==> src/rtl/sirq_pkg.sv <==
/*
  Shared constants and types for the sensor interrupt and result block.
  Assumes a 50 MHz system clock and a host on a serial register link.
*/
package sirq_pkg;
  // ----------------------------------------
  // Register offsets
  // ----------------------------------------
  localparam logic [6:0] ADDR_PRESS_0 = 7'h04;
  localparam logic [6:0] ADDR_TEMP_2 = 7'h09;
  localparam logic [6:0] ADDR_INT_STATUS = 7'h11;
  localparam logic [6:0] ADDR_QLEN_0 = 7'h12;
  localparam logic [6:0] ADDR_QLEN_1 = 7'h13;
  localparam logic [6:0] ADDR_WTM_LOW = 7'h15;
  localparam logic [6:0] ADDR_WTM_HIGH = 7'h16;
  localparam logic [6:0] ADDR_INT_CTRL = 7'h19;
  localparam logic [6:0] ADDR_PWR_CTRL = 7'h1b;
  localparam logic [6:0] ADDR_OSR = 7'h1c;
  localparam logic [6:0] ADDR_ODR = 7'h1d;
  // ----------------------------------------
  // Reset values and writable masks
  // ----------------------------------------
  localparam logic [7:0] RST_INT_CTRL = 8'h02;
  localparam logic [7:0] RST_WTM_LOW = 8'h01;
  localparam logic [7:0] RST_WTM_HIGH = 8'h00;
  localparam logic [7:0] RST_PWR_CTRL = 8'h00;
  localparam logic [7:0] RST_OSR = 8'h02;
  localparam logic [7:0] RST_ODR = 8'h00;
  localparam logic [7:0] MASK_INT_CTRL = 8'h7f;
  localparam logic [7:0] MASK_WTM_HIGH = 8'h01;
  localparam logic [7:0] MASK_PWR_CTRL = 8'h33;
  localparam logic [7:0] MASK_OSR = 8'h3f;
  localparam logic [7:0] MASK_ODR = 8'h1f;
  // ----------------------------------------
  // Field positions
  // ----------------------------------------
  localparam int IRQ_OPEN_DRAIN_SELECT_BIT = 0;
  localparam int INT_LEVEL_BIT = 1;
  localparam int INT_LATCH_BIT = 2;
  localparam int FWTM_EN_BIT = 3;
  localparam int FFULL_EN_BIT = 4;
  localparam int DRDY_EN_BIT = 6;
  localparam int STAT_FWM_BIT = 0;
  localparam int STAT_FFULL_BIT = 1;
  localparam int STAT_DRDY_BIT = 3;
  localparam int PWR_PRESS_BIT = 0;
  localparam int PWR_TEMP_BIT = 1;
  localparam int PWR_MODE_LSB = 4;
  localparam int OSR_T_LSB = 3;
  localparam logic [8:0] FULL_LEVEL = 9'd504;
  // ----------------------------------------
  // Timing
  // ----------------------------------------
  localparam int CLOCK_PERIOD_NS = 20;
  localparam int US_CYCLES = 1000 / CLOCK_PERIOD_NS;
  localparam int DRDY_HOLD_US = 2500;
  localparam int DRDY_HOLD_CYCLES = DRDY_HOLD_US * US_CYCLES;
  localparam logic [31:0] CONV_BASE_US = 32'd234;
  localparam logic [31:0] CONV_PRESS_US = 32'd392;
  localparam logic [31:0] CONV_TEMP_US = 32'd163;
  localparam logic [31:0] CONV_OSR_US = 32'd2020;
  localparam logic [31:0] ODR_BASE_US = 32'd5000;
  localparam logic [2:0] OSR_MAX = 3'd5;
  localparam logic [4:0] ODR_MAX = 5'd17;
  // ----------------------------------------
  // Types
  // ----------------------------------------
  typedef enum logic [1:0] {
    MODE_SLEEP = 2'b00,
    MODE_FORCED_A = 2'b01,
    MODE_FORCED_B = 2'b10,
    MODE_NORMAL = 2'b11
  } sirq_mode_type;
  typedef enum logic [1:0] {
    CONV_IDLE = 2'b00,
    CONV_RUN = 2'b01,
    CONV_WAIT = 2'b10
  } sirq_phase_type;
  typedef struct packed {
    logic [23:0] press;
    logic [23:0] temp;
  } sirq_result_type;
  typedef struct packed {
    logic s1, s2, s3, lvl, rise, fall;
  } sirq_sync_type;
  typedef struct packed {
    sirq_phase_type phase;
    logic [11:0] pre;
    logic [31:0] conv_us;
    logic [31:0] period_us;
    logic done;
  } sirq_conv_type;
  typedef struct packed {
    logic [2:0] bit_cnt;
    logic first, is_read;
    logic [6:0] addr;
    logic [7:0] rx, tx;
    logic [7:0] int_ctrl, wtm_lo, wtm_hi, pwr, osr, odr;
    logic [8:0] wtm_eff;
    logic wtm_written;
    logic fwm, ffull, drdy;
    logic [2:0] clr_mask;
    logic drdy_pin, drdy_run;
    logic [19:0] drdy_timer;
    sirq_result_type vis, shadow;
    logic shadow_pending, result_reading;
    logic forced_start, done_out, irq_out, irq_oe;
  } sirq_top_type;
endpackage

==> src/rtl/sirq_pin_sync.sv <==
/*
  Three-stage synchroniser with agreement filter and edge pulses.
  Assumes an input from outside the CLOCK domain.
*/
`timescale 1ns/1ps
module sirq_pin_sync #(
  parameter logic IDLE_LEVEL = 1'b0
) (
  input wire logic CLOCK,
  input wire logic RESET,
  input wire logic pin_in,
  output logic level,
  output logic rise,
  output logic fall
);
  sirq_pkg::sirq_sync_type st, next_st;

  // ----------------------------------------
  // Filter: a change counts once stages two and three agree
  // ----------------------------------------
  always_comb begin
    next_st = st;
    next_st.s1 = pin_in;
    next_st.s2 = st.s1;
    next_st.s3 = st.s2;
    next_st.rise = 1'b0;
    next_st.fall = 1'b0;
    if (st.s2 == st.s3 && st.s3 != st.lvl) begin
      next_st.lvl = st.s3;
      next_st.rise = st.s3;
      next_st.fall = ~st.s3;
    end
  end

  always_ff @(posedge CLOCK) begin
    if (RESET) begin
      st <= '{IDLE_LEVEL, IDLE_LEVEL, IDLE_LEVEL, IDLE_LEVEL, 1'b0, 1'b0};
    end else begin
      st <= next_st;
    end
  end

  assign level = st.lvl;
  assign rise = st.rise;
  assign fall = st.fall;
endmodule

==> src/rtl/sirq_conv_timer.sv <==
/*
  Conversion sequencer: forced single shots and the normal-mode cadence.
  Assumes settings are stable while a conversion runs.
*/
`timescale 1ns/1ps
module sirq_conv_timer #(
  parameter int US_CYCLES = sirq_pkg::US_CYCLES
) (
  input wire logic CLOCK,
  input wire logic RESET,
  input wire logic forced_start,
  input wire logic [1:0] mode,
  input wire logic press_en,
  input wire logic temp_en,
  input wire logic [2:0] osr_p,
  input wire logic [2:0] osr_t,
  input wire logic [4:0] odr_sel,
  output logic done
);
  sirq_pkg::sirq_conv_type st, next_st;
  logic tick;
  logic normal;

  function automatic logic [31:0] osr_time(input logic [2:0] osr);
    logic [2:0] o;
    o = (osr > sirq_pkg::OSR_MAX) ? sirq_pkg::OSR_MAX : osr;
    return sirq_pkg::CONV_OSR_US << o;
  endfunction

  function automatic logic [31:0] conv_time();
    logic [31:0] t;
    t = sirq_pkg::CONV_BASE_US;
    if (press_en) begin
      t = t + sirq_pkg::CONV_PRESS_US + osr_time(osr_p);
    end
    if (temp_en) begin
      t = t + sirq_pkg::CONV_TEMP_US + osr_time(osr_t);
    end
    return t;
  endfunction

  function automatic logic [31:0] period_time();
    logic [4:0] s;
    s = (odr_sel > sirq_pkg::ODR_MAX) ? sirq_pkg::ODR_MAX : odr_sel;
    return sirq_pkg::ODR_BASE_US << s;
  endfunction

  // ----------------------------------------
  // Sequencer
  // ----------------------------------------
  // A slow conversion stretches the period: the next start waits for it.
  always_comb begin
    tick = (st.pre == 12'(US_CYCLES - 1));
    normal = (mode == sirq_pkg::MODE_NORMAL);
    next_st = st;
    next_st.done = 1'b0;
    next_st.pre = tick ? 12'h000 : st.pre + 12'h001;
    case (st.phase)
      sirq_pkg::CONV_IDLE: begin
        if (forced_start || normal) begin
          next_st.phase = sirq_pkg::CONV_RUN;
          next_st.conv_us = conv_time();
          next_st.period_us = period_time();
          next_st.pre = 12'h000;
        end
      end
      sirq_pkg::CONV_RUN: begin
        if (tick) begin
          if (st.period_us != 32'h0) begin
            next_st.period_us = st.period_us - 32'h1;
          end
          if (st.conv_us <= 32'h1) begin
            next_st.done = 1'b1;
            next_st.phase = normal ? sirq_pkg::CONV_WAIT
                                   : sirq_pkg::CONV_IDLE;
          end else begin
            next_st.conv_us = st.conv_us - 32'h1;
          end
        end
      end
      sirq_pkg::CONV_WAIT: begin
        if (!normal) begin
          next_st.phase = sirq_pkg::CONV_IDLE;
        end else if (tick) begin
          if (st.period_us <= 32'h1) begin
            next_st.phase = sirq_pkg::CONV_RUN;
            next_st.conv_us = conv_time();
            next_st.period_us = period_time();
          end else begin
            next_st.period_us = st.period_us - 32'h1;
          end
        end
      end
      default: begin
        next_st.phase = sirq_pkg::CONV_IDLE;
      end
    endcase
  end

  always_ff @(posedge CLOCK) begin
    if (RESET) begin
      st <= '{sirq_pkg::CONV_IDLE, 12'h000, 32'h0, 32'h0, 1'b0};
    end else begin
      st <= next_st;
    end
  end

  assign done = st.done;
endmodule

==> src/rtl/sirq_top.sv <==
/*
  Interrupt generation and result shadowing for a pressure sensor,
  with its serial register slave. Assumes the queue storage lives
  outside and reports its unread byte count; measurement values arrive
  on MEASUREMENT_SAMPLE and are sampled on the clock edge that raises MEASURE_DONE.
*/
// Overview of operation
// - Watermark condition holds once queued bytes reach the programmed limit.
// - A zero watermark never raises the watermark condition.
// - Watermark is re-evaluated when a burst that wrote it ends.
// - Full status sets when unread bytes reach 504 or more.
// - Reading full status as one clears it if count is below 504.
// - Full source reaches the pin only with its enable set.
// - Latch bit picks latched status or live condition for the pin.
// - Data-ready sets at measurement end; reading it as one clears it.
// - Data-ready reaches the pin only with its enable set.
// - Non-latched data-ready pin contribution drops 2.5 ms after rising.
// - Latched-to-non-latched switch starts no timer until next data-ready.
// - Enabling data-ready late keeps pin low until the next event.
// - Conversion time follows base plus per-sensor oversampling terms.
// - Continuous mode rate is 200 Hz over two to the rate field.
// - Results are unsigned 24-bit, readable in one burst.
// - Results finishing during a result burst go to shadow registers.
// - Chip-select rising copies shadowed results to visible ones at once.
// - Enabled pin contributions are ORed onto the one pin.
// - After reset the pin is push-pull and active high.
// - Non-latched queue contributions follow only their conditions.
// - Status bits follow events whatever the pin settings.
`timescale 1ns/1ps
module sirq_top #(
  parameter int US_CYCLES = sirq_pkg::US_CYCLES,
  parameter int DRDY_HOLD_CYCLES = sirq_pkg::DRDY_HOLD_CYCLES
) (
  input wire logic CLOCK,
  input wire logic RESET,
  input wire logic CHIP_SELECT_N,
  input wire logic SERIAL_CLOCK,
  input wire logic SERIAL_DATA_IN,
  output logic SERIAL_DATA_OUT,
  output logic SERIAL_DATA_OE,
  input wire logic [8:0] QUEUE_BYTES,
  input wire sirq_pkg::sirq_result_type MEASUREMENT_SAMPLE,
  output logic MEASURE_DONE,
  output logic IRQ_OUT,
  output logic IRQ_OE
);
  sirq_pkg::sirq_top_type st, next_st;
  logic [2:0] pins;
  logic [2:0] lvl;
  logic [2:0] rise;
  logic [2:0] fall;
  logic conv_done;
  logic cs_sel;
  logic cs_rise;
  logic cs_fall;
  logic sck_rise;
  logic sck_fall;
  logic full_cond;
  logic wtm_cond;
  logic latch;
  logic active;
  logic c_fwm;
  logic c_full;
  logic [2:0] clr;
  logic [7:0] byte_in;
  logic [6:0] rd_addr;
  logic do_load;

  // ----------------------------------------
  // Link inputs
  // ----------------------------------------
  assign pins = {SERIAL_DATA_IN, SERIAL_CLOCK, CHIP_SELECT_N};

  genvar gi;
  generate
    for (gi = 0; gi < 3; gi++) begin : g_sync
      sirq_pin_sync #(
        .IDLE_LEVEL(1'(gi == 0))
      ) u_sync (
        .CLOCK(CLOCK),
        .RESET(RESET),
        .pin_in(pins[gi]),
        .level(lvl[gi]),
        .rise(rise[gi]),
        .fall(fall[gi])
      );
    end
  endgenerate

  sirq_conv_timer #(
    .US_CYCLES(US_CYCLES)
  ) u_conv (
    .CLOCK(CLOCK),
    .RESET(RESET),
    .forced_start(st.forced_start),
    .mode(st.pwr[sirq_pkg::PWR_MODE_LSB +: 2]),
    .press_en(st.pwr[sirq_pkg::PWR_PRESS_BIT]),
    .temp_en(st.pwr[sirq_pkg::PWR_TEMP_BIT]),
    .osr_p(st.osr[2:0]),
    .osr_t(st.osr[sirq_pkg::OSR_T_LSB +: 3]),
    .odr_sel(st.odr[4:0]),
    .done(conv_done)
  );

  // ----------------------------------------
  // Read decode
  // ----------------------------------------
  function automatic logic [7:0] read_reg(input logic [6:0] a,
      input sirq_pkg::sirq_top_type s, input logic [8:0] q);
    logic [7:0] r;
    r = 8'h00;
    case (a)
      7'h04: r = s.vis.press[7:0];
      7'h05: r = s.vis.press[15:8];
      7'h06: r = s.vis.press[23:16];
      7'h07: r = s.vis.temp[7:0];
      7'h08: r = s.vis.temp[15:8];
      7'h09: r = s.vis.temp[23:16];
      sirq_pkg::ADDR_INT_STATUS: begin
        r[sirq_pkg::STAT_FWM_BIT] = s.fwm;
        r[sirq_pkg::STAT_FFULL_BIT] = s.ffull;
        r[sirq_pkg::STAT_DRDY_BIT] = s.drdy;
      end
      sirq_pkg::ADDR_QLEN_0: r = q[7:0];
      sirq_pkg::ADDR_QLEN_1: r = {7'h00, q[8]};
      sirq_pkg::ADDR_WTM_LOW: r = s.wtm_lo;
      sirq_pkg::ADDR_WTM_HIGH: r = s.wtm_hi;
      sirq_pkg::ADDR_INT_CTRL: r = s.int_ctrl;
      sirq_pkg::ADDR_PWR_CTRL: r = s.pwr;
      sirq_pkg::ADDR_OSR: r = s.osr;
      sirq_pkg::ADDR_ODR: r = s.odr;
      default: r = 8'h00;
    endcase
    return r;
  endfunction

  function automatic logic is_result(input logic [6:0] a);
    return (a >= sirq_pkg::ADDR_PRESS_0) && (a <= sirq_pkg::ADDR_TEMP_2);
  endfunction

  // ----------------------------------------
  // Next state
  // ----------------------------------------
  always_comb begin
    cs_sel = ~lvl[0];
    cs_rise = rise[0];
    cs_fall = fall[0];
    sck_rise = rise[1];
    sck_fall = fall[1];
    latch = st.int_ctrl[sirq_pkg::INT_LATCH_BIT];
    full_cond = QUEUE_BYTES >= sirq_pkg::FULL_LEVEL;
    wtm_cond = (st.wtm_eff != 9'h000)
               && (QUEUE_BYTES >= st.wtm_eff);
    byte_in = {st.rx[6:0], lvl[2]};
    rd_addr = st.addr;
    do_load = 1'b0;
    clr = 3'b000;
    next_st = st;
    next_st.forced_start = 1'b0;

    // ----------------------------------------
    // Serial slave: mode 0, command byte then auto-incremented data
    // ----------------------------------------
    if (cs_fall) begin
      next_st.bit_cnt = 3'h0;
      next_st.first = 1'b1;
      next_st.is_read = 1'b0;
      next_st.clr_mask = 3'b000;
      next_st.wtm_written = 1'b0;
    end else if (cs_sel && sck_rise) begin
      next_st.rx = byte_in;
      next_st.bit_cnt = st.bit_cnt + 3'h1;
      if (st.bit_cnt == 3'h7) begin
        if (st.first) begin
          next_st.first = 1'b0;
          next_st.is_read = byte_in[7];
          next_st.addr = byte_in[6:0];
          rd_addr = byte_in[6:0];
          do_load = byte_in[7];
        end else if (st.is_read) begin
          clr = st.clr_mask;
          next_st.addr = st.addr + 7'h01;
          rd_addr = st.addr + 7'h01;
          do_load = 1'b1;
        end else begin
          next_st.addr = st.addr + 7'h01;
          case (st.addr)
            sirq_pkg::ADDR_WTM_LOW: begin
              next_st.wtm_lo = byte_in;
              next_st.wtm_written = 1'b1;
            end
            sirq_pkg::ADDR_WTM_HIGH: begin
              next_st.wtm_hi = byte_in & sirq_pkg::MASK_WTM_HIGH;
              next_st.wtm_written = 1'b1;
            end
            sirq_pkg::ADDR_INT_CTRL: begin
              next_st.int_ctrl = byte_in & sirq_pkg::MASK_INT_CTRL;
            end
            sirq_pkg::ADDR_PWR_CTRL: begin
              next_st.pwr = byte_in & sirq_pkg::MASK_PWR_CTRL;
              next_st.forced_start =
                  (byte_in[sirq_pkg::PWR_MODE_LSB +: 2] ==
                   sirq_pkg::MODE_FORCED_A) ||
                  (byte_in[sirq_pkg::PWR_MODE_LSB +: 2] ==
                   sirq_pkg::MODE_FORCED_B);
            end
            sirq_pkg::ADDR_OSR: next_st.osr = byte_in & sirq_pkg::MASK_OSR;
            sirq_pkg::ADDR_ODR: next_st.odr = byte_in & sirq_pkg::MASK_ODR;
            default: next_st.rx = byte_in;
          endcase
        end
      end
    end else if (cs_sel && sck_fall && st.bit_cnt != 3'h0) begin
      // First falling edge after a load is skipped so bit 7 holds
      next_st.tx = {st.tx[6:0], 1'b0};
    end

    // ----------------------------------------
    // Byte loaded for output: note what it will clear and if it is a result
    // ----------------------------------------
    if (do_load) begin
      next_st.tx = read_reg(rd_addr, st, QUEUE_BYTES);
      next_st.clr_mask = 3'b000;
      if (rd_addr == sirq_pkg::ADDR_INT_STATUS) begin
        next_st.clr_mask = {st.drdy, st.ffull, st.fwm};
      end
      if (is_result(rd_addr)) begin
        next_st.result_reading = 1'b1;
      end
    end

    // ----------------------------------------
    // End of transaction
    // ----------------------------------------
    if (cs_rise) begin
      clr = st.clr_mask;
      next_st.clr_mask = 3'b000;
      // Drop read state now, so the next select fall cannot enable the data out
      next_st.is_read = 1'b0;
      next_st.first = 1'b1;
      next_st.result_reading = 1'b0;
      if (st.wtm_written) begin
        next_st.wtm_eff = {st.wtm_hi[0], st.wtm_lo};
      end
      if (st.shadow_pending) begin
        next_st.vis = st.shadow;
        next_st.shadow_pending = 1'b0;
      end
    end

    // ----------------------------------------
    // Status bits: clear first, then any event of this cycle wins
    // ----------------------------------------
    next_st.fwm = (st.fwm & ~clr[0]) | wtm_cond;
    next_st.ffull = (st.ffull & ~(clr[1] & ~full_cond)) | full_cond;
    next_st.drdy = (st.drdy & ~clr[2]) | conv_done;

    // ----------------------------------------
    // Data-ready pin contribution and its self-clear timer
    // ----------------------------------------
    if (clr[2] || !st.int_ctrl[sirq_pkg::DRDY_EN_BIT]) begin
      next_st.drdy_pin = 1'b0;
    end
    if (st.drdy_run) begin
      if (st.drdy_timer <= 20'h1) begin
        next_st.drdy_run = 1'b0;
        if (!latch) begin
          next_st.drdy_pin = 1'b0;
        end
      end else begin
        next_st.drdy_timer = st.drdy_timer - 20'h1;
      end
    end
    if (conv_done) begin
      next_st.drdy_pin = st.int_ctrl[sirq_pkg::DRDY_EN_BIT];
      // Timer only armed by an event seen in non-latched mode
      next_st.drdy_run = ~latch;
      next_st.drdy_timer = 20'(DRDY_HOLD_CYCLES);
    end

    // ----------------------------------------
    // Results: shadow while a result burst is open
    // ----------------------------------------
    next_st.done_out = conv_done;
    if (conv_done) begin
      if (st.result_reading && !cs_rise) begin
        next_st.shadow = MEASUREMENT_SAMPLE;
        next_st.shadow_pending = 1'b1;
      end else begin
        next_st.vis = MEASUREMENT_SAMPLE;
      end
      if (st.pwr[sirq_pkg::PWR_MODE_LSB +: 2] != sirq_pkg::MODE_NORMAL) begin
        next_st.pwr[sirq_pkg::PWR_MODE_LSB +: 2] = sirq_pkg::MODE_SLEEP;
      end
    end

    // ----------------------------------------
    // Pin: source selection, OR, polarity and drive
    // ----------------------------------------
    c_fwm = st.int_ctrl[sirq_pkg::FWTM_EN_BIT] &
            (latch ? st.fwm : wtm_cond);
    c_full = st.int_ctrl[sirq_pkg::FFULL_EN_BIT] &
             (latch ? st.ffull : full_cond);
    active = c_fwm | c_full | st.drdy_pin;
    if (st.int_ctrl[sirq_pkg::IRQ_OPEN_DRAIN_SELECT_BIT]) begin
      // Open drain only pulls low; the high level comes from outside
      next_st.irq_out = 1'b0;
      next_st.irq_oe = (active != st.int_ctrl[sirq_pkg::INT_LEVEL_BIT]);
    end else begin
      next_st.irq_out = (active == st.int_ctrl[sirq_pkg::INT_LEVEL_BIT]);
      next_st.irq_oe = 1'b1;
    end
  end

  // ----------------------------------------
  // State register
  // ----------------------------------------
  always_ff @(posedge CLOCK) begin
    if (RESET) begin
      st <= '0;
      st.first <= 1'b1;
      st.int_ctrl <= sirq_pkg::RST_INT_CTRL;
      st.wtm_lo <= sirq_pkg::RST_WTM_LOW;
      st.wtm_hi <= sirq_pkg::RST_WTM_HIGH;
      st.wtm_eff <= {sirq_pkg::RST_WTM_HIGH[0], sirq_pkg::RST_WTM_LOW};
      st.pwr <= sirq_pkg::RST_PWR_CTRL;
      st.osr <= sirq_pkg::RST_OSR;
      st.odr <= sirq_pkg::RST_ODR;
      st.irq_oe <= 1'b1;
    end else begin
      st <= next_st;
    end
  end

  assign SERIAL_DATA_OUT = st.tx[7];
  assign SERIAL_DATA_OE = ~lvl[0] & st.is_read & ~st.first;
  assign MEASURE_DONE = st.done_out;
  assign IRQ_OUT = st.irq_out;
  assign IRQ_OE = st.irq_oe;
endmodule

==> config.mk <==
export PLATFORM = sky130hd
export DESIGN_NAME = sirq_top
export DESIGN_NICKNAME = d
export VERILOG_FILES = /design/src/rtl/sirq_pkg.sv /design/src/rtl/sirq_pin_sync.sv /design/src/rtl/sirq_conv_timer.sv /design/src/rtl/sirq_top.sv
export SDC_FILE = /design/constraint.sdc
export NUM_CORES = 1
export LEC_CHECK = 0
export ABC_AREA = 1
export BUFFER_PORTS_ARGS = -buffer_cell sky130_fd_sc_hd__buf_2
export CORE_ASPECT_RATIO = 1.25
export CORE_MARGIN = 2
export CORE_UTILIZATION = 57
export CTS_CLUSTER_DIAMETER = 60
export DETAILED_ROUTE_END_ITERATION = 8
export HOLD_SLACK_MARGIN = 0.05
export PLACE_DENSITY = 0.84
export SYNTH_ARGS = -nofsm -noshare
export SYNTH_HDL_FRONTEND = slang
export SYNTH_SLANG_ARGS = --single-unit
==> constraint.sdc <==
create_clock -name CLOCK -period 3.3 [get_ports CLOCK]
set_input_delay 0.495 -clock CLOCK [delete_from_list [all_inputs] [get_ports CLOCK]]
set_output_delay 0.495 -clock CLOCK [all_outputs]
set_load 0.1 [all_outputs]
Word-level counts from Yosys, hierarchy flattened
Cells that the tools add are included.
- input bits: 62
- register bits: 294
- word-level logic and storage cells: 301
- output and inout port bits: 5
- shift operators: 3
- bitwise gates (word level): 33
- add/subtract/negate cells: 11
- muxes and demuxes: 87
- $lt $le $gt $ge: 10
- eq/ne operators: 50
- reductions and logical operators: 53
- operator list (operator ; count):
    $mux 32 ; 13
    $mux 48 ; 4
    $pmux 64 s3 ; 1
    $mux 47 ; 3
    $mux 64 ; 2
    $eq 7x5->1 const B ; 15
    $mux 97 ; 1
    $mux 78 ; 1
    $mux 65 ; 1
    $add 32x32->32 ; 2
    $add 32x8->32 const B ; 2
    $le 32x1->1 const B ; 2
    $shl 11x3->32 const A ; 2
    $sub 32x1->32 const B ; 2
    $mux 56 ; 1
    $mux 49 ; 1
    $mux 7 ; 7
    $pmux 4 s12 ; 1
    $mux 22 ; 2
    $reduce_and 6->1 ; 7
    $mux 3 ; 11
    $add 10x32->32 const A ; 1
    $mux 8 ; 4
    $reduce_bool 32->1 ; 1
    51 further kinds ; 160

Depth between registers and ports, before layout
Gate-level depths: netlist of run 1.
- depth after elaboration: 16
- mapped depth: 23
- mapped depth without buffers: 23

Hierarchy
A second synthesis of run 1 with hierarchy kept.
- cell total of the unflattened synthesis: 2821
- area total of the unflattened synthesis: 18251.3 um2
- modules (own cells, without submodules) (module ; times used ; seq. area each (um2) ; area an instance (um2) ; cells each):
    sirq_top ; 1 ; 3963.8 ; 9739.3 ; 1378
    sirq_conv_timer ; 1 ; 1581.5 ; 7941.4 ; 1381
    sirq_pin_sync at g_sync[1].u_sync ... ; 2 ; 120.1 ; 192.7 ; 22
    sirq_pin_sync at g_sync[0].u_sync ; 1 ; 120.1 ; 185.2 ; 18

Worst setup path before layout of run 1
OpenSTA, ideal clock, no wires.
- kind: register to register
- from: reg st[149] (netlist bit)
- to: reg u_conv.st[50] (netlist bit)
- library setup time: 0.117 ns
- clock period less this slack: 3.262 ns
- data arrival time: 3.145 ns
- path slack: 0.038 ns
- required time: 3.183 ns
- cell stages (with the launch flop): 20
- cells stage by stage: dfxtp_1 nor2_1 a21oi_1 nand3_1 ha_1 a21oi_1 o21ai_0 ha_1 ha_1 inv_1 o21ai_0 nor2_1 o21ai_0 a21oi_1 o21bai_1 nand2_1 nand2_1 a21oi_1 a21oi_1 nor2_1
- word-level cells in the longest chain between the ends: 16
- elaborated cells between the ends (all ways): 22
- those cells by class: 5 x add/sub; 1 x order compare; 1 x shift; 15 x mux
- ends and longest elaborated chain (item ; line ; RTL):
    start, declared ; sirq_top.sv:47 ; sirq_pkg::sirq_top_type st, next_st;
    start signal, assigned ; sirq_top.sv:331 ; st <= next_st;
    $gt 3x3->1 ; sirq_conv_timer.sv:26 ; o = (osr > sirq_pkg::OSR_MAX) ? sirq_pkg::OSR_MAX : osr;
    $mux 3 (*) ; sirq_conv_timer.sv:26 ;
    $shl 11x3->32 (*) ; sirq_conv_timer.sv:27 ; return sirq_pkg::CONV_OSR_US << o;
    $add 10x32->32 (*) ; sirq_conv_timer.sv:34 ; t = t + sirq_pkg::CONV_PRESS_US + osr_time(osr_p);
    $mux 32 (*) ; sirq_conv_timer.sv:33 ; if (press_en) begin
    $mux 32 ; sirq_conv_timer.sv:85 ; if (st.period_us <= 32'h1) begin
    $mux 32 ; sirq_conv_timer.sv:84 ; end else if (tick) begin
    $mux 32 ; sirq_conv_timer.sv:82 ; if (!normal) begin
    $mux 32 ; sirq_conv_timer.sv:58 ; case (st.phase)
    $add 32x8->32 ; sirq_conv_timer.sv:37 ; t = t + sirq_pkg::CONV_TEMP_US + osr_time(osr_t);
    $add 32x32->32 ; sirq_conv_timer.sv:37 ;
    $mux 32 ; sirq_conv_timer.sv:36 ; if (temp_en) begin
    $mux 32 ; sirq_conv_timer.sv:85 ;
    $mux 64 ; sirq_conv_timer.sv:84 ;
    $mux 64 ; sirq_conv_timer.sv:82 ;
    $pmux 64 s3 (*) ; sirq_conv_timer.sv:58 ;
    end signal, assigned ; sirq_conv_timer.sv:102 ; st <= '{sirq_pkg::CONV_IDLE, 12'h000, 32'h0, 32'h0, 1'b0};
    end signal, assigned ; sirq_conv_timer.sv:104 ; st <= next_st;
    end, declared ; sirq_conv_timer.sv:20 ; sirq_pkg::sirq_conv_type st, next_st;
Every way passes the cells marked *; elsewhere a longest branch is shown, timed or not. The select of a mux whose other input is x is not followed.
A chain may end at the register's enable or synchronous reset.

Worst setup path in the final report of run 1
- from: reg st[148] (netlist bit)
- to: reg u_conv.st[49] (netlist bit)
The elaborated chain is that of the path after synthesis.

==> results.cfg, run 1 <==
[worst_setup_path]
r2r_end = u_conv.st[49]
crit_path_max_incr_delay_ns = 0.33
crit_path_start = st[148]
path_max_fanout = 4
path_buf_inv = 3
cpMaxStageDelayCell = dfxtp_1
reg2reg_depth = 20
start_kind = flip-flop
required_ns = 3.77
critical_path_depth = 20
cpMostUsedCell = nor2_1
r2r-start = st[148]
critPathCaptureType = flip-flop
worstSetupPathType = flip-flop to flip-flop
path_cells = inv_2 > nor2_1 > a21oi_1 > nand3_1 > ha_2 > a21oi_1 > o21ai_1 > ha_1 > ha_4 > inv_1 > buf_4 > nor3_2 > nand3_2 > nand3_4 > nand3_2 > nand2_2 > xnor2_2 > nor2_1 > a311oi_1 > nor2_1
worstSetupEndpoint = u_conv.st[49]
worst_path_dominant_cell_family = simple AND/OR/NAND/NOR gates
cp.arrival_ns = 3.61
reg2reg_slack_ns = 0.16

[route]
viasPerCell = 5.74
drt-total-wl_um = 47200
drc_errors = 0
first_iter_violations = 1310
vias = 17000
postRouteAntennaNets = 0
wl_per_cell_um = 16.0
first_pass_iters = 6

[yosys]
ys_seq_area_share_pct = 35.1
ys.flop_type = dfxtp_1
synth_edf_count = 0
ys_top_cells_by_area = dfxtp_1 35%, o21ai_0 9.1%, a21oi_1 9.0%
syn_area_um2 = 16700
syn_area_per_cell_um2 = 6.77
yosys_register_bits = 293
synthDistinctLibCells = 57
synth_warnings = 0
synth_top_area_share_pct = 35.1
async_flop_share_pct = 0
synth_top_area_cell = dfxtp_1
synth_cells = 2468

[floorplanning]
die_w_um = 157
num_rows = 70
ioPinCount = 67
coreArea_um2 = 29100
start_util_pct = 57.4
die_h_um = 195
dieArea_um2 = 30700

[sta]
period_minus_slack_ns = 3.14
slew_viol_final = 0
setup_violations = 0
fin_ws_ns = 0.161
timing.final.crit_share_pct = 95.1
fin_skew_ns = 0.0176
worst-slew-pin-transition_ns = 1.06
hold_violations = 0
max_freq_ghz = 0.319
relSlewSlack_pct = 28.8
hold-worst-slack_ns = 0.111

[pwr]
switching_share_pct = 35.2
pwr-share-clk_pct = 34.0
power_density_nw_per_um2 = 565
ir_worst_vdd_mv = 0.483
power.switching_uw = 3740
p_leak_uw = 0.00811
sequentialPowerShare_pct = 37.3
cellInternalPower_uw = 6890
pwr-share-comb_pct = 28.7

[global_routing]
grt_max_degree = 80
grt-ovfl-total = 0
grt_pass1_vias = 16200
grt_pass1_wl_um = 76200
antenna_found_initial = 1
grt_use_total_pct = 30.2

[cells_and_area]
fin_area_um2 = 18800
drive_above_1_share_pct = 10.3
fin_util_pct = 64.8
fin_nets = 2666
n_antenna_cell = 0
final_common_cell = nand2_1
final_cell_mix = 359 x nand2_1, 311 x inv_1, 299 x o21ai_0
syn2layout_area_growth_pct = 12.8

[placement]
gp_congestion = 0.996
hpwl_um = 34100
placed_cell_area_um2 = 17600
port_buffers = 66
dp_slack_ns = -0.100

[clocking]
postCtsHoldBufs = 0
clkTransAtPathRegs_ns = 0.07
clockBufferDepth = 3
cts_tree = done
cts_buffers = 31
clockRootBuffer = clkbuf_16
htreeDepth = 1
worstSkewPairLatency_ns = 0.58
cts.sinks = 293

[run_status]
status = completed

[hold_path]
holdCritPathClass = input pin to flip-flop

[job]
cap_violations = 0
[power by group through the flow]
stage | Combinational (uW) | Sequential, uW | Clock (uW)
2_1_floorplan | 2310 | 3970 | 0
5_1_grt | 3450 | 4000 | 3770
3_5_place_dp | 2960 | 4030 | 0
4_1_cts | 2990 | 3960 | 3640
3_3_place_gp | 2880 | 4020 | 0
6_report | 3060 | 3960 | 3610
[registers in the layout, summed over array words and instances (netlist names)]
| name | cells |
|---|---|
| u_conv.done | 1 |
| g_sync.u_sync.next_st | 6 |
| byte_in | 7 |
| g_sync.u_sync.fall | 2 |
| latch | 1 |
| MEASURE_DONE | 1 |
| g_sync.u_sync.level | 3 |
| g_sync.u_sync.rise | 2 |
| IRQ_OE | 1 |
| IRQ_OUT | 1 |
| u_conv.st | 78 |
| g_sync.u_sync.st | 3 |
| SERIAL_DATA_OUT | 1 |
| st | 186 |
[per-stage QoR]
stage | std cells | setup TNS [ns] | power (uW)
after detailed placement | 2893 | -0.100 | 6990
after global placement | 2893 | -0.0317 | 6900
after global routing | 2953 | -0.0591 | 11200
after CTS | 2950 | 0 | 10600
final | 2953 | 0 | 10600
after floorplan | 2471 | 0 | 6280
[layer usage]
layer / part of all wire, % / wire (um) / global-route usage (%)
met3: 5.4 / 2530 / 3.51
met2: 51 / 23900 / 55.0
met4: 4.9 / 2320 / 15.8
met1: 39 / 18500 / 34.2
met5: 0.015 / 7 / 0
[Yosys cell counts (6+ instances only)]
| cell type | number |
|---|---|
| buf_2 | 12 |
| or2_2 | 13 |
| nand2_1 | 362 |
| o211ai_1 | 16 |
| inv_1 | 314 |
| buf_1 | 6 |
| inv_2 | 10 |
| clkbuf_1 | 70 |
| nor2_1 | 283 |
| xor2_1 | 30 |
| mux2i_1 | 28 |
| nor3_1 | 57 |
| nand3_1 | 113 |
| a21oi_1 | 300 |
| clkinv_1 | 6 |
| o21ai_1 | 7 |
| a221oi_1 | 6 |
| xnor2_1 | 9 |
| nor4_1 | 15 |
| dfxtp_1 | 293 |
| o22ai_1 | 13 |
| nor2_2 | 12 |
| a31oi_1 | 22 |
| ha_1 | 69 |
| o21ai_0 | 303 |
| o21a_1 | 7 |
| nand4_1 | 24 |
[worst min-delay path by stage]
stage | startpoint | end | slack, ns | depth (start not counted)
2_1_floorplan | st[180] | IRQ_OE | 0.38 | 1
3_3_place_gp | st[180] | IRQ_OE | 0.39 | 1
3_5_place_dp | st[180] | IRQ_OE | 0.40 | 1
4_1_cts | CHIP_SELECT_N | g_sync[0].u_sync.next_st[4] | 0.1 | 2
5_1_grt | CHIP_SELECT_N | g_sync[0].u_sync.next_st[4] | 0.10 | 2
6_report | CHIP_SELECT_N | g_sync[0].u_sync.next_st[4] | 0.11 | 2
[area by class of cell]
type                    instances  area, um2
inverters                     330       1240
flip-flops and latches        293       5870
well taps                     396        495
repair buffers                120        748
fillers                      2612      10200
clock inverters                17        200
clock buffers                  39        856
multi-input cells            1758       9420
[cell families (layout without fill, tap and decap cells)]
logic type / count (synthesis) / in the layout / synth area share [%]
adders and majority gates: 70 / 70 / 5.29
and+or+nand+nor: 910 / 910 / 23.7
other: 2 / 5 / 0.0450
buffers and inverters: 420 / 506 / 9.58
DFF: 293 / 293 / 35.1
xor gates and xnor gates: 39 / 39 / 2.05
AOI/OAI and AO/OA: 706 / 706 / 22.6
muxes: 28 / 28 / 1.68
[repair_timing]
action,CTS,global route
buffers inserted,1,3
resized for setup,4,32
pin swaps,2,9
setup endpoints to repair,4,11
No activity file was read; power rests on OpenSTA's default activity.
==> run 2: changes to the inputs <==
--- a/config.mk
+++ b/config.mk
@@ -11,6 +11,7 @@
 export CORE_MARGIN = 2
 export CORE_UTILIZATION = 57
 export CTS_CLUSTER_DIAMETER = 60
+export CTS_CLUSTER_SIZE = 10
 export DETAILED_ROUTE_END_ITERATION = 8
 export HOLD_SLACK_MARGIN = 0.05
 export PLACE_DENSITY = 0.84
==> constraint.sdc (replaced) <==
create_clock -name CLOCK -period 3.3 [get_ports CLOCK]
set_input_delay 0.495 -clock CLOCK [delete_from_list [all_inputs] [get_ports CLOCK]]
set_output_delay 0.495 -clock CLOCK [all_outputs]
set_load 0.05 [all_outputs]
==> run 2 against run 1 <==
Via count shrank 0.25%. Critical path depth is the same. Wire length shrank 0.68%. Final area shrank 0.43%. Power shrank 1.0%. Worst setup slack lost 0.010 ns. Fmax shrank 0.32%. Global-route usage shrank 0.080 points. Worst hold slack gained 0.044 ns. Core utilization shrank 0.28 points. Die area is the same. Clock power shrank 2%. Largest cell class unchanged. Largest power group unchanged.
==> results.cfg, run 2 (synthesis results as in run 1) <==
[worst_setup_path]
reg2reg_depth = 20
worst_path_dominant_cell_family = simple AND/OR/NAND/NOR gates
worstSetupPathType = flip-flop to flip-flop
required_ns = 3.73
path_cells = inv_2 > nor2_1 > a21oi_1 > nand3_1 > ha_2 > a21oi_1 > o21ai_1 > ha_1 > ha_4 > inv_1 > buf_4 > nor3_2 > nand3_2 > nand3_4 > nand3_2 > nand2_2 > xnor2_2 > nor2_1 > a311oi_1 > nor2_1
reg2reg_slack_ns = 0.15
start_kind = flip-flop
crit_path_max_incr_delay_ns = 0.33
cp.arrival_ns = 3.57
r2r_end = u_conv.st[49]
cpMostUsedCell = nor2_1
critPathCaptureType = flip-flop
path_buf_inv = 3
r2r-start = st[148]
path_max_fanout = 4
cpMaxStageDelayCell = dfxtp_1

[clocking]
cts_buffers = 36
cts_tree = done
clkTransAtPathRegs_ns = 0.05
cts.sinks = 293
clockBufferDepth = 3
clockRootBuffer = clkbuf_16
htreeDepth = 2
worstSkewPairLatency_ns = 0.54

[route]
drt-total-wl_um = 46900
vias = 16900
viasPerCell = 5.75
drc_errors = 0
first_iter_violations = 1238
wl_per_cell_um = 16.0
first_pass_iters = 8
postRouteAntennaNets = 0

[pwr]
power_density_nw_per_um2 = 561
pwr-share-comb_pct = 28.9
ir_worst_vdd_mv = 0.390
sequentialPowerShare_pct = 37.7
p_total_uw = 10500
pwr-share-clk_pct = 33.4
switching_share_pct = 34.7
power.switching_uw = 3660
p_leak_uw = 0.00809
cellInternalPower_uw = 6870

[cells_and_area]
fin_nets = 2671
final_cell_mix = 358 x nand2_1, 311 x inv_1, 299 x o21ai_0
n_antenna_cell = 0
syn2layout_area_growth_pct = 12.3
largest_register_ff_count = 186
regMostFlops = st
final_common_cell = nand2_1
drive_above_1_share_pct = 9.94

[hold_path]
hold_depth = 2
hold_path_end = g_sync[0].u_sync.next_st[4]
holdCritPathClass = input pin to flip-flop
min_from = CHIP_SELECT_N

[sta]
setup_violations = 0
slew_viol_final = 0
relSlewSlack_pct = 29.3
fin_skew_ns = 0.0141
rsz0062_at_grt = true
timing.final.crit_share_pct = 95.4
hold-worst-slack_ns = 0.156
period_minus_slack_ns = 3.15
max_freq_ghz = 0.318
worst-slew-pin-transition_ns = 1.06
hold_violations = 0

[job]
cap_violations = 0

[placement]
gp_congestion = 0.996
port_buffers = 66
hpwl_um = 34100

[run_status]
status = completed

[global_routing]
grt_use_total_pct = 30.1
grt_max_degree = 80
grt_pass1_wl_um = 75600
grt-ovfl-total = 0
grt_pass1_vias = 16100
antenna_found_initial = 1

[floorplanning]
die_w_um = 157
dieArea_um2 = 30700
num_rows = 70
start_util_pct = 57.4
die_h_um = 195
coreArea_um2 = 29100
ioPinCount = 67
run 2: cell count changes in the layout (fill, tap and decap cells not counted), sizes merged:
cell,change
clkinv,-4
inv,-4
bufinv,-2
clkinvlp,-2
clkbuf,-1
run 2: layout make-up:
| cell class | count | area, um2 |
|---|---|---|
| fillers | 2631 | 10300 |
| multi-input cells | 1758 | 9400 |
| flip-flops and latches | 293 | 5870 |
| inverters | 330 | 1240 |
| clock buffers | 38 | 928 |
| repair buffers | 120 | 748 |
| well taps | 396 | 495 |
| clock inverters | 5 | 68.8 |
run 2: routing by layer:
layer | wire (um) | global-route usage, % | up-vias
met5 | 7 | 0 | -
met1 | 18200 | 33.8 | 7815
met3 | 2540 | 3.88 | 160
met2 | 23800 | 55.1 | 584
li1 | - | - | 8353
met4 | 2360 | 15.5 | 2
run 2: repair_timing:
item                                    CTS  global route
gates resized for setup                   3            32
hold buffers                              0             0
pin swaps                                 2             9
buffers inserted                          1             3
endpoints found under the setup margin    2            11
run 2: power by group through the flow:
stage	Combinational, uW	Sequential (uW)	Clock, uW
global route	3450	4000	3660
CTS	2990	3960	3550
finish	3040	3960	3520
floorplan	2310	3970	0
detailed placement	2960	4030	0
global placement	2880	4020	0
run 2: per-stage QoR:
step                util [%]  instance area, um2  std cells  setup WS (ns)  TNS (ns)
floorplan                  -               16700       2471         0.0384         0
global placement        60.4               17600       2893        -0.0317   -0.0317
detailed placement      60.4               17600       2893         -0.100    -0.100
CTS                     63.9               18600       2937        0.00216         0
global route            64.5               18700       2940        -0.0700   -0.0970
finish                  64.5               18700       2940          0.151         0
run 2: how the worst max path moves through the flow:
stage | slack [ns] | start | cells past startpoint | endpoint
6_report | 0.15 | st[148] | 20 | u_conv.st[49]
5_1_grt | -0.07 | st[148] | 20 | u_conv.st[49]
4_1_cts | 0.002 | st[152] | 19 | u_conv.st[49]
3_5_place_dp | -0.10 | st[148] | 20 | u_conv.st[50]
3_3_place_gp | -0.03 | st[148] | 20 | u_conv.st[50]
2_1_floorplan | 0.04 | st[149] | 19 | u_conv.st[50]
